File: config.mk
export PLATFORM = sky130hd
export DESIGN_NAME = lmp_lamp54
export DESIGN_NICKNAME = d
export VERILOG_FILES = /design/src/lmp_pkg.sv /design/src/lmp_lamp54.sv
export VERILOG_INCLUDE_DIRS = /design/src
export SDC_FILE = /design/constraint.sdc
export NUM_CORES = 1
export LEC_CHECK = 0
export BUFFER_PORTS_ARGS = -buffer_cell sky130_fd_sc_hd__buf_2
export CAP_MARGIN = 20
export CORE_ASPECT_RATIO = 1.75
export CORE_MARGIN = 8
export CORE_UTILIZATION = 35
export DETAILED_ROUTE_END_ITERATION = 10
export GPL_ROUTABILITY_DRIVEN = 1
export SETUP_SLACK_MARGIN = 0.1
export SKIP_CTS_REPAIR_TIMING = 1
export SLEW_MARGIN = 20
export SYNTH_ARGS = -nofsm -noshare
export SYNTH_HDL_FRONTEND = slang
export SYNTH_SLANG_ARGS = --single-unit
export TNS_END_PERCENT = 5
File: constraint.sdc
create_clock -name mclk -period 3.6 [get_ports mclk]
set_input_delay 0.36 -clock mclk [delete_from_list [all_inputs] [get_ports mclk]]
set_output_delay 0.36 -clock mclk [all_outputs]
set_load 0.05 [all_outputs]
File: src/lmp_regs.svh
// Constants for the lamp 4/5 function and polarity block.
// Assumes inclusion by bare name from the package and the design module.
`ifndef LMP_REGS_SVH
`define LMP_REGS_SVH

// ****************************************************************
// Register indices and byte addresses
// ****************************************************************
`define LMP_IDX_FUNC   8'h13
`define LMP_IDX_CTRL   8'h14
`define LMP_IDX_STAT   8'h15
`define LMP_ADDR_W     8
`define LMP_BYTES_SH   2

// ****************************************************************
// Field positions
// ****************************************************************
`define LMP_RSV_HI     15
`define LMP_RSV_LO     12
`define LMP_POL5_HI    11
`define LMP_POL5_LO    10
`define LMP_POL4_HI    9
`define LMP_POL4_LO    8
`define LMP_FN5_HI     7
`define LMP_FN5_LO     4
`define LMP_FN4_HI     3
`define LMP_FN4_LO     0
`define LMP_DUAL_HI    3
`define LMP_DUAL_LO    2
`define LMP_CTRL_SRST  0
`define LMP_ST_ON4     0
`define LMP_ST_ON5     1
`define LMP_ST_DUAL    2
`define LMP_ST_STR_LO  4
`define LMP_ST_STR_HI  5

// ****************************************************************
// Function codes
// ****************************************************************
`define LMP_F_RX       4'h0
`define LMP_F_LNK_ACT  4'h1
`define LMP_F_LNK_RX   4'h2
`define LMP_F_ACT      4'h3
`define LMP_F_BLK_ACT  4'h4
`define LMP_F_TX       4'h5
`define LMP_F_FDX      4'h6
`define LMP_F_FDX_COL  4'h7
`define LMP_F_OFF      4'h8
`define LMP_F_ON       4'h9
`define LMP_F_A        4'hA
`define LMP_F_BLINK5   4'hB
`define LMP_F_DUAL1    4'hC
`define LMP_F_DUAL2    4'hE
`define LMP_F_DUAL4    4'hF
`define LMP_DUAL_SEL   2'h3

// ****************************************************************
// Reset values and strap encodings
// ****************************************************************
`define LMP_POL_RST    2'h0
`define LMP_RSV_RST    4'h0
`define LMP_STRAP_01   2'h1
`define LMP_FN5_S01    4'h4
`define LMP_FN5_SDEF   4'h7
`define LMP_FN4_S01    4'h6
`define LMP_FN4_SDEF   4'h3
`define LMP_FUNC_RST   16'h0073

// ****************************************************************
// Timing
// ****************************************************************
`define LMP_CLK_NS     5
`define LMP_BLINK_NS   84000000

`endif

File: src/lmp_pkg.sv
// Types shared by the lamp 4/5 block and whoever instantiates it.
// Assumes the constants header is on the include path.
`default_nettype none
package lmp_pkg;
  `include "lmp_regs.svh"

  // Link and traffic conditions that the lamps can show.
  typedef struct packed {
    logic link;
    logic rx;
    logic tx;
    logic fdx;
    logic col;
  } lmp_ind_t;

  // One lamp pin: level and active-low output enable.
  typedef struct packed {
    logic o;
    logic oe_n;
  } lmp_pin_t;

  // Logical lamp state before polarity is applied.
  typedef struct packed {
    logic on;
    logic hiz;
  } lmp_lamp_t;
endpackage
`default_nettype wire

File: src/lmp_lamp54.sv
// Lamp 4 and lamp 5 function select and pin polarity, AHB-Lite slave.
// Assumes indications synchronous to mclk and a strap stable at reset.
`timescale 1ns/1ps
`default_nettype none
`include "lmp_regs.svh"

module lmp_lamp54 #(
  parameter int BLINK_CYC = `LMP_BLINK_NS / `LMP_CLK_NS
) (
  input  wire  logic             mclk,
  input  wire  logic             sys_rst,
  input  wire  logic             hsel,
  input  wire  logic [31:0]      haddr,
  input  wire  logic [1:0]       htrans,
  input  wire  logic             hwrite,
  input  wire  logic [2:0]       hsize,
  input  wire  logic [31:0]      hwdata,
  input  wire  logic             hready,
  output logic                   hreadyout,
  output logic                   hresp,
  output logic [31:0]            hrdata,
  input  wire  logic [1:0]       lamp_config_strap,
  input  wire  lmp_pkg::lmp_ind_t ind,
  output lmp_pkg::lmp_pin_t      lamp4_pin,
  output lmp_pkg::lmp_pin_t      lamp5_pin
);
  import lmp_pkg::*;

  // ****************************************************************
  // Lamp function decode
  // ****************************************************************
  // Shared by both lamps; codes 1010 and 1011 differ between them.
  function automatic lmp_lamp_t lamp_eval(
    input logic [3:0] code,
    input logic       is5,
    input lmp_ind_t   s,
    input logic       bl
  );
    lmp_lamp_t r;
    logic      act;
    r   = '0;
    act = s.rx | s.tx;
    case (code)
      `LMP_F_RX:      r.on = s.rx;
      `LMP_F_LNK_ACT: r.on = s.link & ~(act & bl);
      `LMP_F_LNK_RX:  r.on = s.link & ~(s.rx & bl);
      `LMP_F_ACT:     r.on = act;
      `LMP_F_BLK_ACT: r.on = act & bl;
      `LMP_F_TX:      r.on = s.tx;
      `LMP_F_FDX:     r.on = s.fdx;
      `LMP_F_FDX_COL: r.on = s.fdx & ~(s.col & bl);
      `LMP_F_OFF:     r.on = 1'b0;
      `LMP_F_ON:      r.on = 1'b1;
      `LMP_F_A: begin
        r.on  = is5 ? 1'b0 : bl;
        r.hiz = is5;
      end
      `LMP_F_BLINK5:  r.on = is5 & bl;
      default:        r.on = 1'b0;
    endcase
    return r;
  endfunction

  // Polarity: bit 0 picks the on level, bit 1 floats the off state.
  function automatic lmp_pin_t pin_drive(
    input logic [1:0] pol,
    input lmp_lamp_t  l
  );
    lmp_pin_t p;
    p.o    = l.on ? pol[0] : ~pol[0];
    p.oe_n = l.hiz | (pol[1] & ~l.on);
    return p;
  endfunction

  // ****************************************************************
  // AHB-Lite slave
  // ****************************************************************
  logic                    ap_valid;
  logic                    dp_wr_r;
  logic [`LMP_ADDR_W-1:0]  dp_idx_r;
  logic [`LMP_ADDR_W-1:0]  ap_idx;
  logic                    wr_func;
  logic                    wr_ctrl;
  logic                    srst_pulse;

  // Only whole-word accesses write; smaller sizes complete but are dropped.
  assign ap_valid  = hsel & htrans[1] & hready;
  assign ap_idx    = haddr[`LMP_ADDR_W+`LMP_BYTES_SH-1:`LMP_BYTES_SH];
  assign hreadyout = 1'b1;
  assign hresp     = 1'b0;
  assign wr_func   = dp_wr_r & (dp_idx_r == `LMP_IDX_FUNC);
  assign wr_ctrl   = dp_wr_r & (dp_idx_r == `LMP_IDX_CTRL);
  assign srst_pulse = wr_ctrl & hwdata[`LMP_CTRL_SRST];

  always_ff @(posedge mclk or posedge sys_rst) begin
    if (sys_rst) begin
      dp_wr_r  <= 1'b0;
      dp_idx_r <= '0;
    end else begin
      dp_wr_r  <= ap_valid & hwrite & (hsize == 3'h2);
      dp_idx_r <= ap_idx;
    end
  end

  // ****************************************************************
  // Function and polarity register
  // ****************************************************************
  logic [15:0] func_r;
  logic [15:0] func_nxt;
  logic        load_pend_r;
  logic [1:0]  strap_r;
  logic [3:0]  fn5_strap;
  logic [3:0]  fn4_strap;

  assign fn5_strap = (lamp_config_strap == `LMP_STRAP_01) ?
                     `LMP_FN5_S01 : `LMP_FN5_SDEF;
  assign fn4_strap = (lamp_config_strap == `LMP_STRAP_01) ?
                     `LMP_FN4_S01 : `LMP_FN4_SDEF;

  // Bits 15:12 are stored as written; software keeps them zero.
  always_comb begin
    func_nxt = func_r;
    if (load_pend_r) begin
      func_nxt = {`LMP_RSV_RST, `LMP_POL_RST, `LMP_POL_RST,
                  fn5_strap, fn4_strap};
    end else if (wr_func) begin
      func_nxt = hwdata[15:0];
    end
  end

  // The strap is sampled on the first edge after release, never by reset.
  always_ff @(posedge mclk or posedge sys_rst) begin
    if (sys_rst) begin
      func_r      <= `LMP_FUNC_RST;
      load_pend_r <= 1'b1;
      strap_r     <= '0;
    end else begin
      func_r      <= func_nxt;
      load_pend_r <= 1'b0;
      if (load_pend_r) begin
        strap_r <= lamp_config_strap;
      end
    end
  end

  // ****************************************************************
  // Blink generator
  // ****************************************************************
  // Soft reset restarts only the blink phase; the register survives.
  logic [31:0] blk_cnt_r;
  logic        blink_r;
  logic        blk_wrap;

  assign blk_wrap = (blk_cnt_r == 32'(BLINK_CYC - 1));

  always_ff @(posedge mclk or posedge sys_rst) begin
    if (sys_rst) begin
      blk_cnt_r <= '0;
      blink_r   <= 1'b0;
    end else if (srst_pulse) begin
      blk_cnt_r <= '0;
      blink_r   <= 1'b0;
    end else begin
      blk_cnt_r <= blk_wrap ? '0 : blk_cnt_r + 32'h0000_0001;
      blink_r   <= blink_r ^ blk_wrap;
    end
  end

  // ****************************************************************
  // Lamp selection
  // ****************************************************************
  logic [3:0] fn4;
  logic [3:0] fn5;
  logic [1:0] pol4;
  logic [1:0] pol5;
  logic       dual;
  logic       act;
  lmp_lamp_t  l4_single;
  lmp_lamp_t  l5_single;
  lmp_lamp_t  l4_dual;
  lmp_lamp_t  l5_dual;
  lmp_lamp_t  l4;
  lmp_lamp_t  l5;

  assign fn4  = func_r[`LMP_FN4_HI:`LMP_FN4_LO];
  assign fn5  = func_r[`LMP_FN5_HI:`LMP_FN5_LO];
  assign pol4 = func_r[`LMP_POL4_HI:`LMP_POL4_LO];
  assign pol5 = func_r[`LMP_POL5_HI:`LMP_POL5_LO];
  assign dual = (fn4[`LMP_DUAL_HI:`LMP_DUAL_LO] == `LMP_DUAL_SEL);
  assign act  = ind.rx | ind.tx;

  assign l4_single = lamp_eval(fn4, 1'b0, ind, blink_r);
  assign l5_single = lamp_eval(fn5, 1'b1, ind, blink_r);

  // Bi-colour pairs: lamp 4 is one colour, lamp 5 the other.
  always_comb begin
    l4_dual = '0;
    l5_dual = '0;
    case (fn4)
      `LMP_F_DUAL1: begin
        l4_dual.on = ind.link;
        l5_dual.on = act;
      end
      `LMP_F_DUAL2: begin
        l4_dual.on = ind.link & ~act;
        l5_dual.on = act & blink_r;
      end
      `LMP_F_DUAL4: begin
        l4_dual.on = ind.link & ind.fdx;
        l5_dual.on = ind.link & ~ind.fdx;
      end
      default: begin
        l4_dual = '0;
        l5_dual = '0;
      end
    endcase
  end

  assign l4 = dual ? l4_dual : l4_single;
  assign l5 = dual ? l5_dual : l5_single;

  always_ff @(posedge mclk or posedge sys_rst) begin
    if (sys_rst) begin
      lamp4_pin <= '{o: 1'b0, oe_n: 1'b1};
      lamp5_pin <= '{o: 1'b0, oe_n: 1'b1};
    end else begin
      lamp4_pin <= pin_drive(pol4, l4);
      lamp5_pin <= pin_drive(pol5, l5);
    end
  end

  // ****************************************************************
  // Read data
  // ****************************************************************
  // Read data uses the next register value, so a read right after a
  // write returns the new contents without a wait state.
  logic [31:0] rd_nxt;
  logic [31:0] stat_word;

  assign stat_word = {26'h0, strap_r, 1'b0, dual, l5.on, l4.on};
  assign rd_nxt = (ap_idx == `LMP_IDX_FUNC) ? {16'h0, func_nxt} :
                  (ap_idx == `LMP_IDX_STAT) ? stat_word : 32'h0;

  always_ff @(posedge mclk or posedge sys_rst) begin
    if (sys_rst) begin
      hrdata <= '0;
    end else if (ap_valid & ~hwrite) begin
      hrdata <= rd_nxt;
    end
  end
endmodule // lmp_lamp54
`default_nettype wire

==> impl_results.md, run 1 <==
- Crit path to: blk_cnt_r[20]$_DFF_PP0_
- Setup Skew: 3.15 ps
- Number of sinks driven by the clock tree: 81
- CTS tree: built
- Ports: 119
- Post-DR vias/cell: 5.36
- Horiz. Die Dim: 97.9 um
- Cells after DPL: 579
- Max stage delay cell, worst path: sky130_fd_sc_hd__or4_1
- Port Buffers: 59
- Post-CTS clock slew at the launch and capture registers of the worst setup and hold paths: 60 ps
- Hold Crit Class: input pin to async pin
- Endpoint of the lowest-slack register-to-register path: blk_cnt_r[20]$_DFF_PP0_
- Startpoint-to-endpoint class of the critical path: flip-flop to flip-flop
- Largest stage delay on the critical path: 560 ps
- Required time at the endpoint of the critical path: 3820 ps
- Kind of cell adding the most delay to the critical path: simple AND/OR/NAND/NOR gates
- Post-synthesis instance area: 4110 sq um
- Category of the worst setup path capture point: flip-flop
- R2R depth: 5
- Arrival time of data at the critical path endpoint: 2670 ps
- Fillcell total: 1,118
- Initial detailed-routing violation count: 173
- Crit. Startpoint: blk_cnt_r[15]$_DFF_PP0_
- Leakage: 0.00210 uW
- Effective utilization at floorplan: 35.6%
- Flip-flop and latch count after synthesis: 81
- Fraction of the cycle the final worst path needs: 68.0%
- Period minus WS final: 2450 ps
- Wire length reported by the detailed router: 10,300 um
- Layout area overhead: 16.2%
- Number of max-cap violations: 0
- Root buffer cell: sky130_fd_sc_hd__clkbuf_16
- Area leader, netlist: sky130_fd_sc_hd__dfrtp_1
- First-pass GRT wire length: 17,500 um
- Leading post-synthesis cells by cell area: sky130_fd_sc_hd__dfrtp_1 (44%), sky130_fd_sc_hd__dfstp_2 (5.1%), sky130_fd_sc_hd__nor2_1 (4.7%)
- Layout cells sized above 1: 23.0%
- Count of distinct cell types in the synthesized netlist: 65
- Post-route setup TNS: 0 ps
- Run status: finished, final reports clean
- Chip Height: 159 um
- Non-Filler Instances: 595
- Final-stage net count: 537
- VDD IR-drop max: 330 uV
- Area of the die: 15,600 sq um
- DRC violations left: 0
- Highest attainable clock frequency: 0.409 GHz
- Largest net degree at the start of global routing: 32
- Largest fanout of any net on the critical path: 7
- Remaining global-route overflow: 0
- Most frequent standard cell in the layout excluding fill and tap cells: sky130_fd_sc_hd__dfrtp_1
- Antenna cell count: 0
- Per-instance average area after synthesis: 10.4 sq um
- Most frequent cells in the layout: sky130_fd_sc_hd__dfrtp_1 (73), sky130_fd_sc_hd__buf_2 (59), sky130_fd_sc_hd__nor2_1 (51)
- Vias in the first global route: 3,458
- Worst Setup Start Kind: flip-flop
- Antenna violations before repair: 0
- Slack of the worst reg-to-reg path: 1150 ps
- First-pass iteration count of the detailed router: 5
- Pwr Density: 438 nW/um^2
- Clock buffers created by TritonCTS: 9
- Total vias in the final route: 3,189
- Transition time of the tightest slew-check pin: 690 ps
- Number of cell rows: 52
- Clock H-tree levels: 3
- Routability Congestion: 0.870
- Reg2reg start: blk_cnt_r[15]$_DFF_PP0_
- Post-synth top area share: 44.5%
- Gate Count Post-Synth: 396
- # setup viols final: 0
- EDFF count, synth: 0
- CTS max path bufs: 2
- Fin. max-slew vios: 0
- Routed length per placed instance: 17.3 um
- Sequential fraction of the synthesis area: 49.6%
- Warnings from Yosys: 0
- Core Footprint: 11,500 sq um
- Fin Hold WS: 42.0 ps
- Placed wire-length estimate after detailed placement: 7840 um
- Setup repair after global routing missed its margin: false
- Total GRT Usage: 14.0%
- Slew margin rel.: 54.0%
- ANT nets after route: 0
- Primary flip-flop cell chosen by synthesis mapping: sky130_fd_sc_hd__dfrtp_1
- Source-to-sink clock delay at the later pin of the worst-skew pair: 330 ps
- Number of cells on the critical path: 5
- Ordered list of cells on the worst path: or4_1 > or4_4 > nor4b_4 > nor2_1 > a32o_1
- Count of buffering cells on the critical path with inverters included: 0
- Async SR Flop Fraction: 100%
- Utilization of the core after routing: 41.4%
- Number of hold violations in the final report: 0
metrics by stage:
step,instance area (sq um),setup WS [ps],total power (uW)
after global placement,4460,1160,1170
after global routing,4770,1060,2180
after detailed placement,4460,1150,1180
final,4770,1150,2090
after CTS,4770,1140,2120
after floorplan,4170,1170,1130
synth_stat cells, types with 10 or more instances:
library cell / instances
sky130_fd_sc_hd__o21ai_0: 13
sky130_fd_sc_hd__nor3_1: 10
sky130_fd_sc_hd__xnor2_1: 17
sky130_fd_sc_hd__dfrtp_1: 73
sky130_fd_sc_hd__nor4_1: 13
sky130_fd_sc_hd__buf_4: 18
sky130_fd_sc_hd__clkbuf_1: 10
sky130_fd_sc_hd__a22o_1: 11
sky130_fd_sc_hd__nor2_1: 51
sky130_fd_sc_hd__nand2_1: 21
sky130_fd_sc_hd__mux2i_1: 14
sky130_fd_sc_hd__inv_1: 15
worst min-delay path by stage:
stage                        start                      end  slack (ps)  cells past startpoint
after floorplan           haddr[2]    dp_idx_r[0]$_DFF_PP0_         390                      0
after global placement     sys_rst  blk_cnt_r[13]$_DFF_PP0_         410                      2
after detailed placement   sys_rst  blk_cnt_r[14]$_DFF_PP0_         420                      2
after CTS                  sys_rst  blk_cnt_r[14]$_DFF_PP0_          50                      2
after global routing       sys_rst  blk_cnt_r[14]$_DFF_PP0_          90                      2
final                      sys_rst  blk_cnt_r[14]$_DFF_PP0_          40                      2
state kept, by name, summed over array words and instances (netlist names):
name         cells
blk_cnt_r       32
dp_wr_r          1
func_r          16
dp_idx_r         8
lamp4_pin        2
lamp5_pin        2
hrdata          16
strap_r          2
load_pend_r      1
blink_r          1
metal layers:
layer  global-route usage [%]  up-vias  part of all wire (%)  routed length (um)
met5                        0        -                     0                   0
met4                     6.85        0                   1.7                 178
met3                     3.77       11                   4.5                 462
met2                     25.6       83                    57                5830
met1                     14.2     1574                    37                3800
li1                         -     1521                     -                   -
area by class of cell:
class	instances	area [sq um]	share of cell area, %
clock buffer	12	256	5.37
clock inverter	4	51.3	1.07
inverter	15	57.6	1.21
multi-input combinational	284	1870	39.1
sequential	81	2040	42.7
tap	135	169	3.54
timing repair buffer	64	333	6.97
report_power, final:
group | internal [uW] | total [uW] | leakage (uW) | switching [uW]
sequential | 948 | 988 | 0.000973 | 39.8
combinational | 52.3 | 171 | 0.000983 | 119
clock | 575 | 931 | 0.000149 | 356
cell families (layout without fill, tap and decap cells):
family / count (synthesis) / count (layout) / synth area share [%]
buf+inv: 48 / 95 / 6.43
flops: 81 / 81 / 49.6
compound gates: 65 / 65 / 11.9
other cells: 2 / 19 / 0.183
xor+xnor: 22 / 22 / 4.69
simple gates: 160 / 160 / 22.3
mux: 17 / 17 / 4.51
fa+ha+maj: 1 / 1 / 0.305
(Power assumes the default switching activity.)
==> inputs of run 2 (changes only) <==
==> constraint.sdc (replaced) <==
create_clock -name mclk -period 2.5 [get_ports mclk]
set_input_delay 0.25 -clock mclk [delete_from_list [all_inputs] [get_ports mclk]]
set_output_delay 0.25 -clock mclk [all_outputs]
set_load 0.05 [all_outputs]
==> impl_results.md, run 2 (same netlist as run 1, synthesis figures left out) <==
- Layout area overhead: 19.4% (was 16.2%)
- ANT nets after route: 0 (unchanged)
- Most frequent cells in the layout: sky130_fd_sc_hd__dfrtp_1 (73), sky130_fd_sc_hd__buf_2 (59), sky130_fd_sc_hd__nor2_1 (51) (unchanged)
- Setup repair after global routing missed its margin: false (unchanged)
- Arrival time of data at the critical path endpoint: 2520 ps (was 2670 ps)
- Endpoint of the lowest-slack register-to-register path: blk_cnt_r[20]$_DFF_PP0_ (unchanged)
- Post-DR vias/cell: 5.25 (was 5.36)
- Total GRT Usage: 13.9% (was 14.0%)
- Total Power: 3090 uW (was 2090 uW)
- Flip-flop count of the largest register, all copies and words added: 32 (unchanged)
- Wire length reported by the detailed router: 10,500 um (was 10,300 um)
- Number of max-cap violations: 0 (unchanged)
- Core Footprint: 11,500 sq um (unchanged)
- Number of sinks driven by the clock tree: 81 (unchanged)
- Clock buffers created by TritonCTS: 9 (unchanged)
- Clock H-tree levels: 3 (unchanged)
- Initial detailed-routing violation count: 237 (was 173)
- Antenna violations before repair: 0 (unchanged)
- CTS max path bufs: 2 (unchanged)
- # setup viols final: 0 (unchanged)
- Area of the die: 15,600 sq um (unchanged)
- Highest attainable clock frequency: 0.434 GHz (was 0.409 GHz)
- Port Buffers: 59 (unchanged)
- Run status: complete, but fails checks (was finished, final reports clean)
- CTS tree: built (unchanged)
- Internal power of the cells: 2350 uW (was 1580 uW)
- Post-route setup TNS: 0 ps (unchanged)
- Layout cells sized above 1: 25.0% (was 23.0%)
- Combinational group share of total power: 8.3% (was 8.2%)
- Crit. Startpoint: blk_cnt_r[15]$_DFF_PP0_ (unchanged)
- Switching power total: 748 uW (was 515 uW)
- Power share of the sequential group: 45.9% (was 47.3%)
- Register with the highest flop count: blk_cnt_r (unchanged)
- Largest fanout of any net on the critical path: 7 (unchanged)
- Period minus WS final: 2300 ps (was 2450 ps)
- Slack of the worst reg-to-reg path: 200 ps (was 1150 ps)
- Root buffer cell: sky130_fd_sc_hd__clkbuf_16 (unchanged)
- First-pass iteration count of the detailed router: 4 (was 5)
- Crit path to: blk_cnt_r[20]$_DFF_PP0_ (unchanged)
- Source-to-sink clock delay at the later pin of the worst-skew pair: 340 ps (was 330 ps)
- Chip Height: 159 um (unchanged)
- Fin Hold WS: -32.2 ps (was 42.0 ps)
- Ports: 119 (unchanged)
- Effective utilization at floorplan: 35.6% (unchanged)
- Transition time of the tightest slew-check pin: 539 ps (was 690 ps)
- Largest net degree at the start of global routing: 82 (was 32)
- Clock power share: 45.8% (was 44.5%)
- Hold Crit Class: input pin to async pin (unchanged)
- Setup Skew: 8.06 ps (was 3.15 ps)
- Routability Congestion: 0.905 (was 0.870)
- Startpoint-to-endpoint class of the critical path: flip-flop to flip-flop (unchanged)
- Total vias in the final route: 3,186 (was 3,189)
- Horiz. Die Dim: 97.9 um (unchanged)
- Slew margin rel.: 63.9% (was 54.0%)
- Largest regs: blk_cnt_r x32, func_r x16, hrdata x16 (unchanged)
- Violated checks: hold timing
- Final-stage net count: 549 (was 537)
- Most frequent standard cell in the layout excluding fill and tap cells: sky130_fd_sc_hd__dfrtp_1 (unchanged)
- First-pass GRT wire length: 17,300 um (was 17,500 um)
- Post-CTS clock slew at the launch and capture registers of the worst setup and hold paths: 60 ps (about the same)
- Placed wire-length estimate after detailed placement: 7950 um (was 7840 um)
- Reg2reg start: blk_cnt_r[15]$_DFF_PP0_ (unchanged)
- Worst Setup Start Kind: flip-flop (unchanged)
- R2R depth: 6 (was 5)
- Leakage: 0.00218 uW (was 0.00210 uW)
- Remaining global-route overflow: 0 (unchanged)
- Number of cell rows: 52 (unchanged)
- VDD IR-drop max: 383 uV (was 330 uV)
- Pwr Density: 631 nW/um^2 (was 438 nW/um^2)
- DRC violations left: 0 (unchanged)
- Antenna cell count: 0 (unchanged)
- Vias in the first global route: 3,425 (was 3,458)
- Required time at the endpoint of the critical path: 2720 ps (was 3820 ps)
- Fraction of the cycle the final worst path needs: 92.1% (was 68.0%)
- Category of the worst setup path capture point: flip-flop (unchanged)
- Number of hold violations in the final report: 20 (was 0)
- Routed length per placed instance: 17.3 um (about the same)
- Fin. max-slew vios: 0 (unchanged)
- Share of total power consumed by net switching: 24.2% (was 24.6%)
[run 2: cell types whose count changed in the layout (fill, tap and decap cells not counted), sizes merged]
cell	delta
buf	+12
bufinv	+1
clkbuf	-1
clkinv	+1
clkinvlp	-1
[run 2: worst min path at each step]
stage	end	slack, ps	cells after the start
6_report	blk_cnt_r[15]$_DFF_PP0_	-30	3
5_1_grt	dp_idx_r[5]$_DFF_PP0_	20	1
4_1_cts	dp_idx_r[5]$_DFF_PP0_	20	1
3_5_place_dp	dp_idx_r[5]$_DFF_PP0_	370	1
3_3_place_gp	dp_idx_r[5]$_DFF_PP0_	370	1
2_1_floorplan	dp_idx_r[0]$_DFF_PP0_	280	0
[run 2: per-layer routing]
metal / share of wire (%) / global-route usage, % / vias up / routed length, um
li1: - / - / 1539 / -
met1: 37 / 13.5 / 1559 / 3920
met2: 57 / 26.9 / 69 / 6010
met3: 3.5 / 2.98 / 19 / 364
met4: 2.2 / 6.35 / 0 / 227
met5: 0 / 0 / - / 0
[run 2: worst max-delay path, cell delays in order, from the launching register on]
cell and delay (ps):
sky130_fd_sc_hd__dfrtp_1 380, sky130_fd_sc_hd__or4_1 530, sky130_fd_sc_hd__or4_4 440, sky130_fd_sc_hd__nor4b_4 270, sky130_fd_sc_hd__buf_4 190, sky130_fd_sc_hd__nor2_1 120
sky130_fd_sc_hd__a32o_1 240
[run 2: layout make-up]
cell class	count	area, sq um
clock inverters	5	78.8
well taps	135	169
multi-input cells	284	1870
fillers	1126	6620
clock buffers	11	243
repair buffers	76	448
flip-flops and latches	81	2040
inverters	15	57.6
[run 2: power groups by stage]
stage          Clock (uW)  Sequential (uW)  Combinational (uW)
2_1_floorplan           0             1440                 189
3_3_place_gp            0             1440                 253
3_5_place_dp            0             1440                 259
4_1_cts              1450             1420                 260
5_1_grt              1500             1430                 284
6_report             1420             1420                 257
[run 2: through the flow]
stage | utilization [%] | setup WS, ps | area [sq um] | cells
after detailed placement | 39.7 | 149 | 4570 | 590
after global placement | 39.7 | 120 | 4570 | 590
after floorplan | - | 183 | 4170 | 413
after global routing | 42.6 | 107 | 4900 | 607
final | 42.6 | 198 | 4900 | 607
after CTS | 42.5 | 130 | 4890 | 606
==> inputs of run 3 (changes only) <==
--- a/config.mk
+++ b/config.mk
@@ -10,9 +10,10 @@
 export CAP_MARGIN = 20
 export CORE_ASPECT_RATIO = 1.75
 export CORE_MARGIN = 8
-export CORE_UTILIZATION = 35
+export CORE_UTILIZATION = 52
 export DETAILED_ROUTE_END_ITERATION = 10
 export GPL_ROUTABILITY_DRIVEN = 1
+export PLACE_DENSITY = 0.8
 export SETUP_SLACK_MARGIN = 0.1
 export SKIP_CTS_REPAIR_TIMING = 1
 export SLEW_MARGIN = 20
==> impl_results.md, run 3 (same netlist as run 1, synthesis figures left out) <==
- Placed wire-length estimate after detailed placement: 7580 um (was 7950 um)
- First-pass GRT wire length: 16,800 um (was 17,300 um)
- Arrival time of data at the critical path endpoint: 2590 ps (was 2520 ps)
- Final-stage net count: 546 (was 549)
- Initial detailed-routing violation count: 166 (was 237)
- Root buffer cell: sky130_fd_sc_hd__clkbuf_16 (unchanged)
- Slew margin rel.: 58.1% (was 63.9%)
- Source-to-sink clock delay at the later pin of the worst-skew pair: 340 ps (about the same)
- Total vias in the final route: 3,287 (was 3,186)
- Transition time of the tightest slew-check pin: 620 ps (was 539 ps)
- Port Buffers: 59 (unchanged)
- Core Footprint: 7800 sq um (was 11,500 sq um)
- Fraction of the cycle the final worst path needs: 94.7% (was 92.1%)
- Largest net degree at the start of global routing: 30 (was 82)
- Violated checks: hold timing (unchanged)
- Number of max-cap violations: 0 (unchanged)
- Clock H-tree levels: 3 (unchanged)
- Pwr Density: 664 nW/um^2 (was 631 nW/um^2)
- DRC violations left: 0 (unchanged)
- Number of sinks driven by the clock tree: 81 (unchanged)
- Post-DR vias/cell: 5.88 (was 5.25)
- Most frequent cells in the layout: sky130_fd_sc_hd__dfrtp_1 (71), sky130_fd_sc_hd__buf_2 (59), sky130_fd_sc_hd__nor2_1 (50) (was sky130_fd_sc_hd__dfrtp_1 (73), sky130_fd_sc_hd__buf_2 (59), sky130_fd_sc_hd__nor2_1 (51))
- Post-route setup TNS: 0 ps (unchanged)
- Clock buffers created by TritonCTS: 9 (unchanged)
- Most frequent standard cell in the layout excluding fill and tap cells: sky130_fd_sc_hd__dfrtp_1 (unchanged)
- Number of hold violations in the final report: 22 (was 20)
- Routed length per placed instance: 18.3 um (was 17.3 um)
- Setup Skew: 6.65 ps (was 8.06 ps)
- Horiz. Die Dim: 83.2 um (was 97.9 um)
- First-pass iteration count of the detailed router: 4 (unchanged)
- Required time at the endpoint of the critical path: 2730 ps (was 2720 ps)
- Layout cells sized above 1: 25.8% (was 25.0%)
- Post-CTS clock slew at the launch and capture registers of the worst setup and hold paths: 60 ps (about the same)
- Worst Setup Start Kind: flip-flop (unchanged)
- Total Power: 3220 uW (was 3090 uW)
- # setup viols final: 0 (unchanged)
- ANT nets after route: 0 (unchanged)
- Antenna cell count: 0 (unchanged)
- Chip Height: 134 um (was 159 um)
- Period minus WS final: 2370 ps (was 2300 ps)
- CTS tree: built (unchanged)
- Area of the die: 11,100 sq um (was 15,600 sq um)
- Remaining global-route overflow: 0 (unchanged)
- Number of cell rows: 43 (was 52)
- Vias in the first global route: 3,593 (was 3,425)
- Leakage: 0.00218 uW (about the same)
- Startpoint-to-endpoint class of the critical path: flip-flop to flip-flop (unchanged)
- Ports: 119 (unchanged)
- Run status: complete, but fails checks (unchanged)
- Hold Crit Class: input pin to async pin (unchanged)
- Layout area overhead: 18.1% (was 19.4%)
- Largest fanout of any net on the critical path: 7 (unchanged)
- Flip-flop count of the largest register, all copies and words added: 32 (unchanged)
- Wire length reported by the detailed router: 10,200 um (was 10,500 um)
- Setup repair after global routing missed its margin: true (was false)
- CTS max path bufs: 2 (unchanged)
- Category of the worst setup path capture point: flip-flop (unchanged)
- Highest attainable clock frequency: 0.422 GHz (was 0.434 GHz)
- Total GRT Usage: 18.5% (was 13.9%)
- Register with the highest flop count: blk_cnt_r (unchanged)
- Fin. max-slew vios: 0 (unchanged)
- Effective utilization at floorplan: 52.6% (was 35.6%)
- Antenna violations before repair: 0 (unchanged)
- VDD IR-drop max: 534 uV (was 383 uV)
- Routability Congestion: 0.944 (was 0.905)
- Largest regs: blk_cnt_r x32, func_r x16, hrdata x16 (unchanged)
- Fin Hold WS: -33.3 ps (was -32.2 ps)
-- run 3: changes by cell type in the layout (fill, tap and decap cells not counted), moves of 2 or more --
cell | previous run | this run
sky130_fd_sc_hd__buf_4 | 15 | 13
sky130_fd_sc_hd__dfrtp_2 | 0 | 2
sky130_fd_sc_hd__clkinv_2 | 3 | 0
sky130_fd_sc_hd__dfrtp_1 | 73 | 71
sky130_fd_sc_hd__inv_6 | 0 | 3
-- run 3: cell type report --
cell class,instances,area [sq um]
inverters,15,56.3
fillers,618,2950
clock inverters,7,125
clock buffers,9,225
flip-flops and latches,81,2040
multi-input cells,284,1880
well taps,90,113
repair buffers,73,413
-- run 3: critical path, stage by stage, from the launching register on --
cell	delay, ps
sky130_fd_sc_hd__dfrtp_2	430
sky130_fd_sc_hd__or4_4	530
sky130_fd_sc_hd__or4_4	440
sky130_fd_sc_hd__nor4b_4	270
sky130_fd_sc_hd__buf_4	190
sky130_fd_sc_hd__o21ai_0	90
sky130_fd_sc_hd__a32o_2	290
-- run 3: routing by layer --
layer	wire, um	track usage [%]	vias up
met5	0	0	-
met2	5550	34.0	124
li1	-	-	1535
met1	3630	17.3	1597
met3	586	5.50	31
met4	437	11.3	0
-- run 3: report_power, final --
part           internal [uW]  leakage [uW]  total [uW]  switching (uW)
sequential              1360      0.000971        1420            52.4
combinational           79.2       0.00103         258             178
clock                    988      0.000171        1540             555
total                   2430       0.00218        3220             786
-- run 3: through the flow --
stage	setup slack, ps	cell area [sq um]	instances	util (%)	hold WS [ps]
final	132	4850	559	62.1	-33.3
after global routing	85.7	4850	559	62.1	13.7
after CTS	28.3	4810	556	61.7	-24.3
after detailed placement	37.9	4460	540	57.2	343
after global placement	102	4460	540	57.2	327
after floorplan	183	4170	413	-	281
-- run 3: final timing paths --
| path | startpoint | to | slack, ps | depth (start not counted) |
|---|---|---|---|---|
| worst max-delay path | blk_cnt_r[13]$_DFF_PP0_ | blk_cnt_r[12]$_DFF_PP0_ | 130 | 6 |
| max in group asynchronous | sys_rst | func_r[6]$_DFF_PP1_ | 1720 | 3 |
| worst min register to register | func_r[10]$_DFF_PP0_ | lamp5_pin[1]$_DFF_PP0_ | 460 | 1 |
| worst max register to register | blk_cnt_r[13]$_DFF_PP0_ | blk_cnt_r[12]$_DFF_PP0_ | 130 | 6 |
| min in group mclk | haddr[5] | dp_idx_r[3]$_DFF_PP0_ | 30 | 1 |
| worst min-delay path | sys_rst | dp_idx_r[5]$_DFF_PP0_ | -30 | 2 |
